### config.mk
export PLATFORM = sky130hd
export DESIGN_NAME = sup_timer
export DESIGN_NICKNAME = d
export VERILOG_FILES = /design/src/rtl/sup_pkg.sv /design/src/rtl/sup_sync.sv /design/src/rtl/sup_tick.sv /design/src/rtl/sup_timer.sv
export SDC_FILE = /design/constraint.sdc
export NUM_CORES = 1
export LEC_CHECK = 0
export ABC_AREA = 1
export BUFFER_PORTS_ARGS = -buffer_cell sky130_fd_sc_hd__buf_4
export CORE_MARGIN = 5
export CORE_UTILIZATION = 50
export DETAILED_ROUTE_END_ITERATION = 12
export PLACE_DENSITY_LB_ADDON = 0.08
export SYNTH_ARGS = -nofsm -noshare
export SYNTH_HDL_FRONTEND = slang
export SYNTH_HIERARCHICAL = 1
export SYNTH_SLANG_ARGS = --single-unit
### constraint.sdc
create_clock -name sys_clk_in -period 4.1 [get_ports sys_clk_in]
set_input_delay 0.615 -clock sys_clk_in [delete_from_list [all_inputs] [get_ports sys_clk_in]]
set_output_delay 0.615 -clock sys_clk_in [all_outputs]
set_load 0.01 [all_outputs]
### src/rtl/sup_pkg.sv
// package for the supervisor timer: register layout, mode codes, intervals
// assumes one system clock and a 32 kHz clock supplied from outside
package sup_pkg;
   // register offsets (single control register plus a status word)
   localparam logic [3:0] SUP_CTRL_ADDR   = 4'h0;
   localparam logic [3:0] SUP_STAT_ADDR   = 4'h1;
   // control field positions
   localparam int SUP_KICK_MSB  = 7;
   localparam int SUP_KICK_LSB  = 4;
   localparam int SUP_MODE_MSB  = 3;
   localparam int SUP_MODE_LSB  = 2;
   localparam int SUP_INTV_MSB  = 1;
   localparam int SUP_INTV_LSB  = 0;
   // mode codes
   localparam logic [1:0] SUP_MODE_IDLE0 = 2'h0;
   localparam logic [1:0] SUP_MODE_IDLE1 = 2'h1;
   localparam logic [1:0] SUP_MODE_WDOG  = 2'h2;
   localparam logic [1:0] SUP_MODE_TIMER = 2'h3;
   // kick codes
   localparam logic [3:0] SUP_KICK_FIRST  = 4'ha;
   localparam logic [3:0] SUP_KICK_SECOND = 4'h5;
   // counter width and terminal counts
   localparam int          SUP_CNT_W    = 15;
   localparam logic [15:0] SUP_TERM_00  = 16'h8000;
   localparam logic [15:0] SUP_TERM_01  = 16'h2000;
   localparam logic [15:0] SUP_TERM_10  = 16'h0200;
   localparam logic [15:0] SUP_TERM_11  = 16'h0040;
   localparam logic [1:0]  SUP_INTV_RST = 2'h0;
   localparam logic [7:0]  SUP_ZERO8    = 8'h00;

   typedef enum logic [1:0] {
      SUP_IDLE,
      SUP_WATCH,
      SUP_TIMING
   } sup_state_t;

   // register bus request carried as one bundle
   typedef struct packed {
      logic       wr;
      logic       rd;
      logic [3:0] addr;
      logic [7:0] wdata;
   } sup_req_t;
endpackage : sup_pkg

### src/rtl/sup_sync.sv
// two-stage synchroniser for a level from another clock domain
// assumes the level is slow against sys_clk_in
`timescale 1ns/1ps
`default_nettype none
module sup_sync (
   // clock and reset
   input  wire logic sys_clk_in,
   input  wire logic sys_rst_in,
   input  wire logic clk_en_in,
   // data
   input  wire logic async_in,
   output logic      sync_out
);
   logic meta_reg;
   logic sync_reg;
   // first stage is read only by the second
   always_ff @(posedge sys_clk_in or posedge sys_rst_in) begin
      if (sys_rst_in) begin
         meta_reg <= 1'b0;
         sync_reg <= 1'b0;
      end else if (clk_en_in) begin
         meta_reg <= async_in;
         sync_reg <= meta_reg;
      end
   end
   assign sync_out = sync_reg;
endmodule : sup_sync
`default_nettype wire

### src/rtl/sup_tick.sv
// edge detector turning the synchronised 32 kHz level into a one-cycle tick
// assumes its input is already synchronised to sys_clk_in
`timescale 1ns/1ps
`default_nettype none
module sup_tick (
   // clock and reset
   input  wire logic sys_clk_in,
   input  wire logic sys_rst_in,
   input  wire logic clk_en_in,
   // data
   input  wire logic level_in,
   output logic      tick_out
);
   logic last_reg;
   // rising edge of the slow clock marks one counting period
   always_ff @(posedge sys_clk_in or posedge sys_rst_in) begin
      if (sys_rst_in) begin
         last_reg <= 1'b0;
      end else if (clk_en_in) begin
         last_reg <= level_in;
      end
   end
   assign tick_out = level_in & ~last_reg & clk_en_in;
endmodule : sup_tick
`default_nettype wire

### src/rtl/sup_timer.sv
// supervisor timer: watchdog or interval timer on a 15-bit up-counter
// assumes slow_clk_in is a free 32 kHz clock from another domain and that
// power modes gate clk_en_in rather than asserting reset
//
// Function
// RL1: 15-bit up-counter on 32 kHz clock, hidden from software, off after reset.
// RL2: counter value kept through low-power modes, counting resumes from it.
// RL3: mode 10 written while idle starts watchdog counting from zero.
// RL4: in watchdog mode, mode writes 00 or 01 are ignored.
// RL5: in watchdog mode the interval field is frozen.
// RL6: interval 00/01/10/11 selects 32768/8192/512/64 periods.
// RL7: watchdog reaching interval without a clear requests system reset.
// RL8: kick 0xA then 0x5 within one period clears counter, counting goes on.
// RL9: missing 0x5 in time discards the partial kick, needs fresh 0xA.
// RL10: watchdog mode never raises an interrupt.
// RL11: mode 11 written while idle starts timer mode from zero.
// RL12: timer reaching interval sets the interrupt flag, no reset.
// RL13: timer mode: kick bit 0 set zeroes counter, upper bits ignored.
// RL14: timer mode: mode 00 or 01 stops and zeroes the counter.
// RL15: interval accepted only while idle, so write it with the start.
// RL16: once watchdog entered, timer mode refused until chip reset.
// RL17: kick writes while idle do nothing; kick field reads zero.
// RL18: software goes timer to watchdog via an idle write first.
`timescale 1ns/1ps
`default_nettype none
module sup_timer
   import sup_pkg::*;
#(
   parameter int CNT_W = SUP_CNT_W
) (
   // clock, reset, enable
   input  wire logic              sys_clk_in,
   input  wire logic              sys_rst_in,
   input  wire logic              clk_en_in,
   // slow counting clock from another domain
   input  wire logic              slow_clk_in,
   // register port
   input  wire logic              reg_wr_in,
   input  wire logic              reg_rd_in,
   input  wire logic [3:0]        reg_addr_in,
   input  wire logic [7:0]        reg_wdata_in,
   output logic      [7:0]        reg_rdata_out,
   // interrupt flag acknowledge from the interrupt controller
   input  wire logic              irq_flag_clr_in,
   // outputs
   output logic                   timer_expiry_irq_flag_out,
   output logic                   sys_reset_req_out
);
   import sup_pkg::*;

   // whole state of the block
   typedef struct packed {
      sup_state_t       state;
      logic [CNT_W-1:0] cnt;
      logic [1:0]       intv;
      logic             kick_armed;
      logic             armed_tick;
      logic             irq_flag;
      logic             rst_req;
      logic [7:0]       rdata;
   } sup_all_t;

   sup_all_t all_reg;
   sup_all_t all_next;
   sup_req_t req;
   logic     slow_sync;
   logic     tick;

   // terminal count for an interval code, shared by both modes
   function automatic logic [15:0] sup_term(input logic [1:0] code);
      logic [15:0] t;
      t = SUP_TERM_00;
      case (code)
         2'h0: t = SUP_TERM_00;                           // RL6
         2'h1: t = SUP_TERM_01;
         2'h2: t = SUP_TERM_10;
         default: t = SUP_TERM_11;
      endcase
      return t;
   endfunction : sup_term

   assign req.wr    = reg_wr_in;
   assign req.rd    = reg_rd_in;
   assign req.addr  = reg_addr_in;
   assign req.wdata = reg_wdata_in;

   // slow clock crosses into the system domain as a level
   sup_sync u_sync (
      .sys_clk_in (sys_clk_in),
      .sys_rst_in (sys_rst_in),
      .clk_en_in  (clk_en_in),
      .async_in   (slow_clk_in),
      .sync_out   (slow_sync)
   );

   // one tick per slow clock period
   sup_tick u_tick (
      .sys_clk_in (sys_clk_in),
      .sys_rst_in (sys_rst_in),
      .clk_en_in  (clk_en_in),
      .level_in   (slow_sync),
      .tick_out   (tick)
   );

   // next-state logic
   always_comb begin
      logic             ctrl_wr;
      logic [1:0]       wmode;
      logic [3:0]       wkick;
      logic [CNT_W:0]   cnt_inc;
      logic             at_term;
      ctrl_wr  = req.wr && (req.addr == SUP_CTRL_ADDR);
      wmode    = req.wdata[SUP_MODE_MSB:SUP_MODE_LSB];
      wkick    = req.wdata[SUP_KICK_MSB:SUP_KICK_LSB];
      cnt_inc  = {1'b0, all_reg.cnt} + 1'b1;
      // sized to the terminal-count width; no zero-width replication
      at_term  = (16'(cnt_inc) == sup_term(all_reg.intv));
      all_next = all_reg;
      all_next.rdata = SUP_ZERO8;

      // counting on each slow tick; power modes freeze via clk_en_in
      if (tick && all_reg.state != SUP_IDLE) begin        // RL1 RL2
         all_next.cnt = cnt_inc[CNT_W-1:0];
         if (at_term) begin
            all_next.cnt = '0;
            if (all_reg.state == SUP_WATCH) begin
               all_next.rst_req = 1'b1;                   // RL7 RL10
            end else begin
               all_next.irq_flag = 1'b1;                  // RL12
            end
         end
      end

      // partial kick expires after one full slow period
      if (tick && all_reg.kick_armed) begin
         if (all_reg.armed_tick) begin
            all_next.kick_armed = 1'b0;                   // RL9
         end else begin
            all_next.armed_tick = 1'b1;
         end
      end

      // software clears the flag; a new expiry in the same cycle wins
      if (irq_flag_clr_in && !(tick && at_term
                               && all_reg.state == SUP_TIMING)) begin
         all_next.irq_flag = 1'b0;
      end

      // control register writes
      if (ctrl_wr) begin
         case (all_reg.state)
            SUP_IDLE: begin                               // RL17
               all_next.intv = req.wdata[SUP_INTV_MSB:SUP_INTV_LSB]; // RL15
               if (wmode == SUP_MODE_WDOG) begin
                  all_next.state = SUP_WATCH;             // RL3
                  all_next.cnt   = '0;
               end else if (wmode == SUP_MODE_TIMER) begin
                  all_next.state = SUP_TIMING;            // RL11
                  all_next.cnt   = '0;
               end
            end
            SUP_WATCH: begin
               // mode and interval frozen; no way back    RL4 RL5 RL16
               if (wkick == SUP_KICK_FIRST) begin
                  all_next.kick_armed = 1'b1;
                  all_next.armed_tick = 1'b0;
               end else if (wkick == SUP_KICK_SECOND
                            && all_reg.kick_armed) begin
                  all_next.cnt        = '0;               // RL8
                  all_next.kick_armed = 1'b0;
                  all_next.rst_req    = 1'b0;
               end else begin
                  all_next.kick_armed = 1'b0;             // RL9
               end
            end
            default: begin
               if (wmode == SUP_MODE_IDLE0 || wmode == SUP_MODE_IDLE1) begin
                  all_next.state = SUP_IDLE;              // RL14 RL18
                  all_next.cnt   = '0;
               end else if (wkick[0]) begin
                  all_next.cnt   = '0;                    // RL13
               end
            end
         endcase
      end

      // read: kick field always zero
      if (req.rd) begin
         if (req.addr == SUP_CTRL_ADDR) begin
            all_next.rdata = {4'h0,                       // RL17
               (all_reg.state == SUP_WATCH)  ? SUP_MODE_WDOG :
               (all_reg.state == SUP_TIMING) ? SUP_MODE_TIMER :
                                               SUP_MODE_IDLE0,
               all_reg.intv};
         end else if (req.addr == SUP_STAT_ADDR) begin
            all_next.rdata = {6'h00, all_reg.rst_req, all_reg.irq_flag};
         end else begin
            all_next.rdata = SUP_ZERO8;
         end
      end
   end

   // state register; reset leaves the unit idle
   always_ff @(posedge sys_clk_in or posedge sys_rst_in) begin
      if (sys_rst_in) begin
         all_reg.state      <= SUP_IDLE;                  // RL1
         all_reg.cnt        <= '0;
         all_reg.intv       <= SUP_INTV_RST;
         all_reg.kick_armed <= 1'b0;
         all_reg.armed_tick <= 1'b0;
         all_reg.irq_flag   <= 1'b0;
         all_reg.rst_req    <= 1'b0;
         all_reg.rdata      <= SUP_ZERO8;
      end else if (clk_en_in) begin
         all_reg <= all_next;
      end
   end

   assign reg_rdata_out             = all_reg.rdata;
   assign timer_expiry_irq_flag_out = all_reg.irq_flag;
   assign sys_reset_req_out         = all_reg.rst_req;
endmodule : sup_timer
`default_nettype wire

==> results of run 1 <==
[cells in the mapped netlist]
cell	number
o21ai_0	14
clkbuf_1	5
nand3_2	3
nor2_2	8
dfrtp_1	30
o211ai_1	1
nor2_1	40
a22oi_1	1
o21bai_1	1
xor2_1	2
conb_1	1
ha_1	4
nand3_1	25
a2bb2oi_1	1
nand2_2	2
buf_4	8
a32o_1	1
nand2_1	107
nor4_1	1
nand4_4	1
nand4_1	10
o22ai_1	6
a21oi_1	11
nor3_1	4
clkinv_1	1
inv_1	50
o21ai_1	2
nor2_4	2
a211oi_1	1
nand3b_1	1
[cell type report]
| cell class | instances | area, um2 | share of cell area |
|---|---|---|---|
| clock buffer | 6 | 82.6 | 0.0323 |
| clock inverter | 2 | 60.1 | 0.0235 |
| inverter | 51 | 191 | 0.0748 |
| multi-input combinational | 253 | 1210 | 0.474 |
| sequential | 30 | 751 | 0.293 |
| tap | 52 | 65.1 | 0.0254 |
| timing repair buffer | 26 | 195 | 0.0763 |
[logic make-up after synthesis]
group / Yosys count / share of synthesized area
AND/OR/NAND/NOR: 204 / 0.409
buffers and inverters: 64 / 0.122
AO/OA/AOI/OAI: 39 / 0.0996
flip-flops: 30 / 0.338
adder cells (fa/ha/maj): 4 / 0.0225
XOR/XNOR: 2 / 0.00788
other: 1 / 0.00169
[layer usage]
metal / part of all wire / GRT usage / vias up / wire length [um]
met1: 0.47 / 0.261 / 984 / 2550
met2: 0.47 / 0.316 / 53 / 2520
li1: - / - / 1124 / -
met4: 0.020 / 0.0647 / 0 / 106
met3: 0.043 / 0.0340 / 8 / 233
met5: 0 / 0 / - / 0
[per-stage QoR]
stage               cell area [um2]  hold WS [ns]  worst slack [ns]  total power [uW]
finish                         2560         0.176              1.99              1050
global route                   2560         0.161              1.69              1120
CTS                            2560         0.164              2.00              1060
detailed placement             2420         0.459              2.01               676
global placement               2420         0.459              2.03               671
floorplan                      2230         0.344              2.23               601
[worst max-delay path, cell delays in order (launching register included)]
cell	delay, ns
dfrtp_1	0.47
ha_1	0.25
nand3_2	0.14
nor2_4	0.15
nand3_1	0.08
nand2_1	0.06
nand2_1	0.11
nor2_1	0.13
nand3_1	0.10
nor2_2	0.13
nand4_4	0.20
nand3_1	0.13
nand2_1	0.05
[power breakdown]
part	internal, uW	total, uW	switching (uW)
clock network	259	377	118
registers	340	398	58.1
logic	98.5	274	175
[placed cells by master, fill, tap and decap left out, types with 3 or more instances in the layout]
cell type    n
nor3_1       4
nand2_1    107
o21ai_0     14
dfrtp_1     30
a21oi_1     11
conb_1       4
nand3_1     25
nor2_1      40
clkbuf_8     6
nand3_2      3
nand4_1     10
o22ai_1      6
inv_1       50
buf_4       26
ha_1         4
nor2_2       8
[final timing paths]
check                                   to  slack, ns  depth (start not counted)
max in group asynchronous      all_reg[16]       3.09                          3
hold / removal             u_tick/last_reg       0.18                          2
setup / recovery               all_reg[18]       1.99                         12
hold reg to reg            u_sync/meta_reg       0.48                          2
min in group sys_clk_in    u_sync/meta_reg       0.48                          2
setup reg to reg               all_reg[18]       1.99                         12
==> qor.yml, run 1 <==
run_status:
  status: "finished, final reports clean"
clocking:
  ctsResizeCount: 0
  cts_num_sinks: 30
  cts_root_buffer: "clkbuf_8"
  cts_tree: "yes"
  clkLatencyLatePin_ns: 0.28
  clkTransAtPathRegs_ns: 0.07
  htree_num_levels: 2
  cts_buffers: 5
  cts_hold_buf: 0
  clock_path_buffers: 2
  cts_setup_buffers: 0
layout:
  antenna_cells_inserted: 0
  fin_nets: 390
  final_cells: 420
  largest_reg_flops: 21
  syn2layout_area_growth_pct: 15.1
  drive_above_1_share: 0.136
  post-route-util: 0.592
  fillers: 436
timing:
  rsz0062_at_grt: "false"
  maxSlewHeadroom: 0.625
  finalSetupTns_ns: 0
  period_needed_ns: 2.11
  setup_viol: 0
  skew_ns: 0.00471
  drv_slew: 0
  worstMarginPinSlew_ns: 0.561
  hold_violations: 0
  finalCritPeriodShare: 0.515
  fmax_mhz: 473
die:
  row_count: 24
  io_pins: 29
  coreArea_um2: 4320
  initial_core_util: 0.514
  dieHeight_um: 76.7
  fp.dieW_um: 76.7
  dieArea_um2: 5880
routing:
  drtPass1Iterations: 4
  antenna_left: 0
  first_iter_violations: 167
  drc_errors: 0
  drt_wl_total_um: 5410
  vias_per_cell: 5.16
  wl_per_cell_um: 12.9
  num_vias: 2169
place:
  hpwlAfterDp_um: 4170
  place_inst: 412
  gp_congestion: 0.901
  port_buffers: 24
logic_synthesis:
  synth_area_um2: 2220
  synth_area_per_cell_um2: 6.46
  synth_area_leaders: "dfrtp_1, nand2_1, inv_1"
  synth_warnings: 6
  synthCells: 344
  synth_top_area_share: 0.338
  yosysSeqAreaShare: 0.338
  yosys.area.top_type: "dfrtp_1"
  yosys_register_bits: 30
  ys_types: 30
global_route:
  grt-ovfl-total: 0
  grt_max_degree: 21
  grt_pass1_vias: 2121
  grt_pass1_wl_um: 9510
  grt_usage: 0.195
  grt_antenna_before_repair: 0
power_and_ir_drop:
  vdd_drop_max_v: 0.000202
  leakage_uw: 0.00129
  powerDensity_nw_per_um2: 410
setup_path:
  path_class: "reg -> reg"
  r2r_start: "all_reg[14]"
  start_kind: "flop"
  worstPathArrival_ns: 2.29
  end_kind: "flop"
  startpoint: "all_reg[14]"
  crit_fanout: 10
  required_ns: 4.28
hold_path:
  min_path_type: "in -> async"
flow_run:
  cap_viol_max_count: 0
(Power assumes the default switching activity.)
==> run 2: changes to the inputs <==
- ABC_AREA: 1 -> 0
- clock period: 4.1 -> 2.1 ns (I/O delays scaled with it)
==> run 2 against run 1 <==
- largest cell class unchanged
- final cell count down 14%
- cell area up 17%
- critical path type unchanged
- the flow now finishes with violations (negative setup slack)
- hold slack better by 0.089 ns
- largest power group unchanged
==> qor.yml, run 2 <==
run_status:
  status: "finished with violations"
  violations: "negative setup slack"
clocking:
  htree_num_levels: 2  # unchanged
  cts_root_buffer: "clkbuf_8"
  cts_num_sinks: 30  # unchanged
  cts_tree: "yes"
  clkLatencyLatePin_ns: 0.28  # about the same
  clock_path_buffers: 2  # unchanged
  cts_buffers: 5  # unchanged
  clkTransAtPathRegs_ns: 0.07  # about the same
logic_synthesis:
  synth_top_area_share: 0.378  # +0.0404
  synth-main-ff-cell: "dfrtp_1"
  yosysSeqAreaShare: 0.378  # +0.0404
  synth_edf_count: 0  # unchanged
  ys_types: 59  # +97%
  synth_common_cells: "dfrtp_1, nand2_1, o21ai_0"
  yosysMostFrequentCell: "dfrtp_1"
  yosys_register_bits: 30  # unchanged
  synth_warnings: 6  # unchanged
  synth_area_per_cell_um2: 8.90  # +38%
  synth_area_leaders: "dfrtp_1, nand2_1, o21ai_0"
  yosys.area.top_type: "dfrtp_1"
  synth_area_um2: 1990  # -11%
  synthCells: 223  # -35%
  async_reset_ff_frac: 1.00  # unchanged
die:
  coreArea_um2: 3910  # -9.5%
  row_count: 23  # -4.2%
  io_pins: 29  # unchanged
  dieHeight_um: 73.0  # -4.8%
  dieArea_um2: 5330  # -9.3%
  initial_core_util: 0.507  # -0.00683
  fp.dieW_um: 73.0  # -4.8%
routing:
  antenna_left: 0  # unchanged
  first_iter_violations: 163  # -2.4%
  drc_errors: 0  # unchanged
  drtPass1Iterations: 4  # unchanged
  wl_per_cell_um: 18.2  # +42%
  vias_per_cell: 5.99  # +16%
  num_vias: 2158  # -0.51%
  drt_wl_total_um: 6560  # +21%
timing:
  whs_ns: 0.265  # +0.0890 ns
  hold_violations: 0  # unchanged
  fin_ws_ns: -0.279  # -2.27 ns
  fmax_mhz: 420  # -11%
  skew_ns: 0.00575  # +0.00104 ns
  rsz0062_at_grt: "true"
  finalCritPeriodShare: 1.13  # +0.618
  setup_viol: 9  # +9
  drv_slew: 0  # unchanged
  period_needed_ns: 2.38  # +0.266 ns
global_route:
  grt_pass1_wl_um: 10300  # +8.2%
  grt_max_degree: 28  # +33%
  grt_usage: 0.250  # +0.0555
  grt-ovfl-total: 0  # unchanged
  grt_antenna_before_repair: 0  # unchanged
  grt_pass1_vias: 2190  # +3.3%
power_and_ir_drop:
  vdd_drop_max_v: 0.000648  # +220%
  switching_share: 0.304  # -0.0306
  p_seq_frac: 0.452  # +0.072
  power_frac_comb: 0.230  # -0.031
  intPower_uw: 1070  # +53%
  leakage_uw: 0.00136  # +5.0%
  powerDensity_nw_per_um2: 511  # +25%
  power.switching_uw: 467  # +33%
  clkPwrFrac: 0.318  # -0.041
  finalPower_uw: 1530  # +46%
layout:
  fillers: 278  # -36%
  drive_above_1_share: 0.474  # +0.338
  design_area_um2: 3000  # +17%
  fin_nets: 332  # -15%
  final_cell_mix: "buf_4, nand2_1, dfrtp_1"
  largest_reg_flops: 21  # unchanged
  syn2layout_area_growth_pct: 51.2
  antenna_cells_inserted: 0  # unchanged
  final_common_cell: "buf_4"
  final_cells: 360  # -14%
setup_path:
  crit_fanout: 7  # -3
  path_class: "reg -> reg"
  cp_slowest_cell: "or4_4"
  slowest_delay_ns: 0.57  # +0.10 ns
  worstPathArrival_ns: 2.54  # +0.25 ns
  start_kind: "flop"
  r2r_slack_ns: -0.28  # -2.27 ns
  end_kind: "flop"
  crit_top_cell: "nor2_1"
  required_ns: 2.26  # -2.02 ns
  cp_cell_sequence: "ha_2 -> buf_4 -> nand4_1 -> nor2_1 -> o2111ai_2 -> or4_4 -> a211oi_2 -> nor2_1"
place:
  hpwlAfterDp_um: 4630  # +11%
  place_inst: 338  # -18%
  port_buffers: 24  # unchanged
  dpl_cell_area_um2: 2640  # +9.3%
  gp_congestion: 0.949  # +5.3%
hold_path:
  min_path_type: "in -> reg"
flow_run:
  cap_viol_max_count: 0  # unchanged
==> run 2: cell types whose count changed in the layout (fill, tap and decap cells not counted), moves of 6 or more <==
cell	change
dfrtp_1	-8
inv_1	-38
nor2_2	-7
buf_4	+56
nand4_1	-6
dfrtp_2	+8
nand2_1	-83
a21oi_1	-7
buf_6	+7
nand3_1	-16
nor2_1	-29
==> run 2: cell families (layout without fill, tap and decap cells) <==
family          Yosys count  in the layout  share of synthesized area
mux                       7              7                     0.0403
xor+xnor                  6              6                     0.0265
simple gates             94             95                      0.266
fa+ha+maj                 4              4                     0.0252
buf+inv                  28            111                     0.0731
other cells               1              4                    0.00189
flops                    30             30                      0.378
compound gates           53             53                      0.189
==> run 2: worst paths after layout <==
check,start,end,cells after the start
max in group asynchronous,sys_rst_in,all_reg[17],4
worst max register to register,all_reg[14],all_reg[17],8
min in group asynchronous,sys_rst_in,u_tick/last_reg,3
worst max-delay path,all_reg[14],all_reg[17],8
worst min-delay path,slow_clk_in,u_sync/meta_reg,2
worst min register to register,reg_rdata_out[0],reg_rdata_out[0],1
==> run 2: final cells by class <==
cell class                      count  area (um2)  share of cell area
Sequential cell                    30         761               0.253
Multi-Input combinational cell    169        1310               0.438
Clock inverter                      2        12.5             0.00417
Inverter                           12        45.0              0.0150
Clock buffer                        6        82.6              0.0275
Tap cell                           50        62.6              0.0208
Timing Repair Buffer               91         724               0.241
==> run 2: metrics by stage <==
| step | setup slack [ns] | utilization | TNS [ns] |
|---|---|---|---|
| 2_1_floorplan | -0.202 | - | -1.36 |
| 3_3_place_gp | -0.245 | 0.675 | -1.82 |
| 3_5_place_dp | -0.287 | 0.675 | -2.09 |
| 4_1_cts | -0.250 | 0.732 | -1.68 |
| 5_1_grt | -0.380 | 0.767 | -3.10 |
| 6_report | -0.279 | 0.767 | -1.95 |
==> run 2: power by group through the flow <==
stage | registers (uW) | logic [uW] | clock network [uW]
floorplan | 704 | 140 | 0
detailed placement | 698 | 307 | 0
finish | 694 | 352 | 488
global placement | 692 | 301 | 0
CTS | 683 | 331 | 494
global route | 699 | 375 | 525
==> run 2: critical path, delay by kind of cell, from the launching register on <==
kind / cells / cell delay (ns)
buffers and inverters: 1 / 0.17
and+or+nand+nor: 4 / 1.00
AOI/OAI and AO/OA: 2 / 0.42
DFF: 1 / 0.43
adders and majority gates: 1 / 0.23
==> run 2: repair_timing <==
action / in CTS / in global routing
buffers inserted: 7 / 5
hold buffers: 1 / 0
setup endpoints to repair: 9 / 16
pin swaps: 11 / 1
cloned: 1 / 0
endpoints found under the hold margin: 3 / 0
resized for setup: 12 / 23
==> run 2: routing by layer <==
metal  GRT usage  up-vias  wire, um
met5           0        -         0
met1       0.315     1049      2680
met2       0.411       86      3320
li1            -      995         -
met3      0.0455       28       334
met4       0.119        0       234
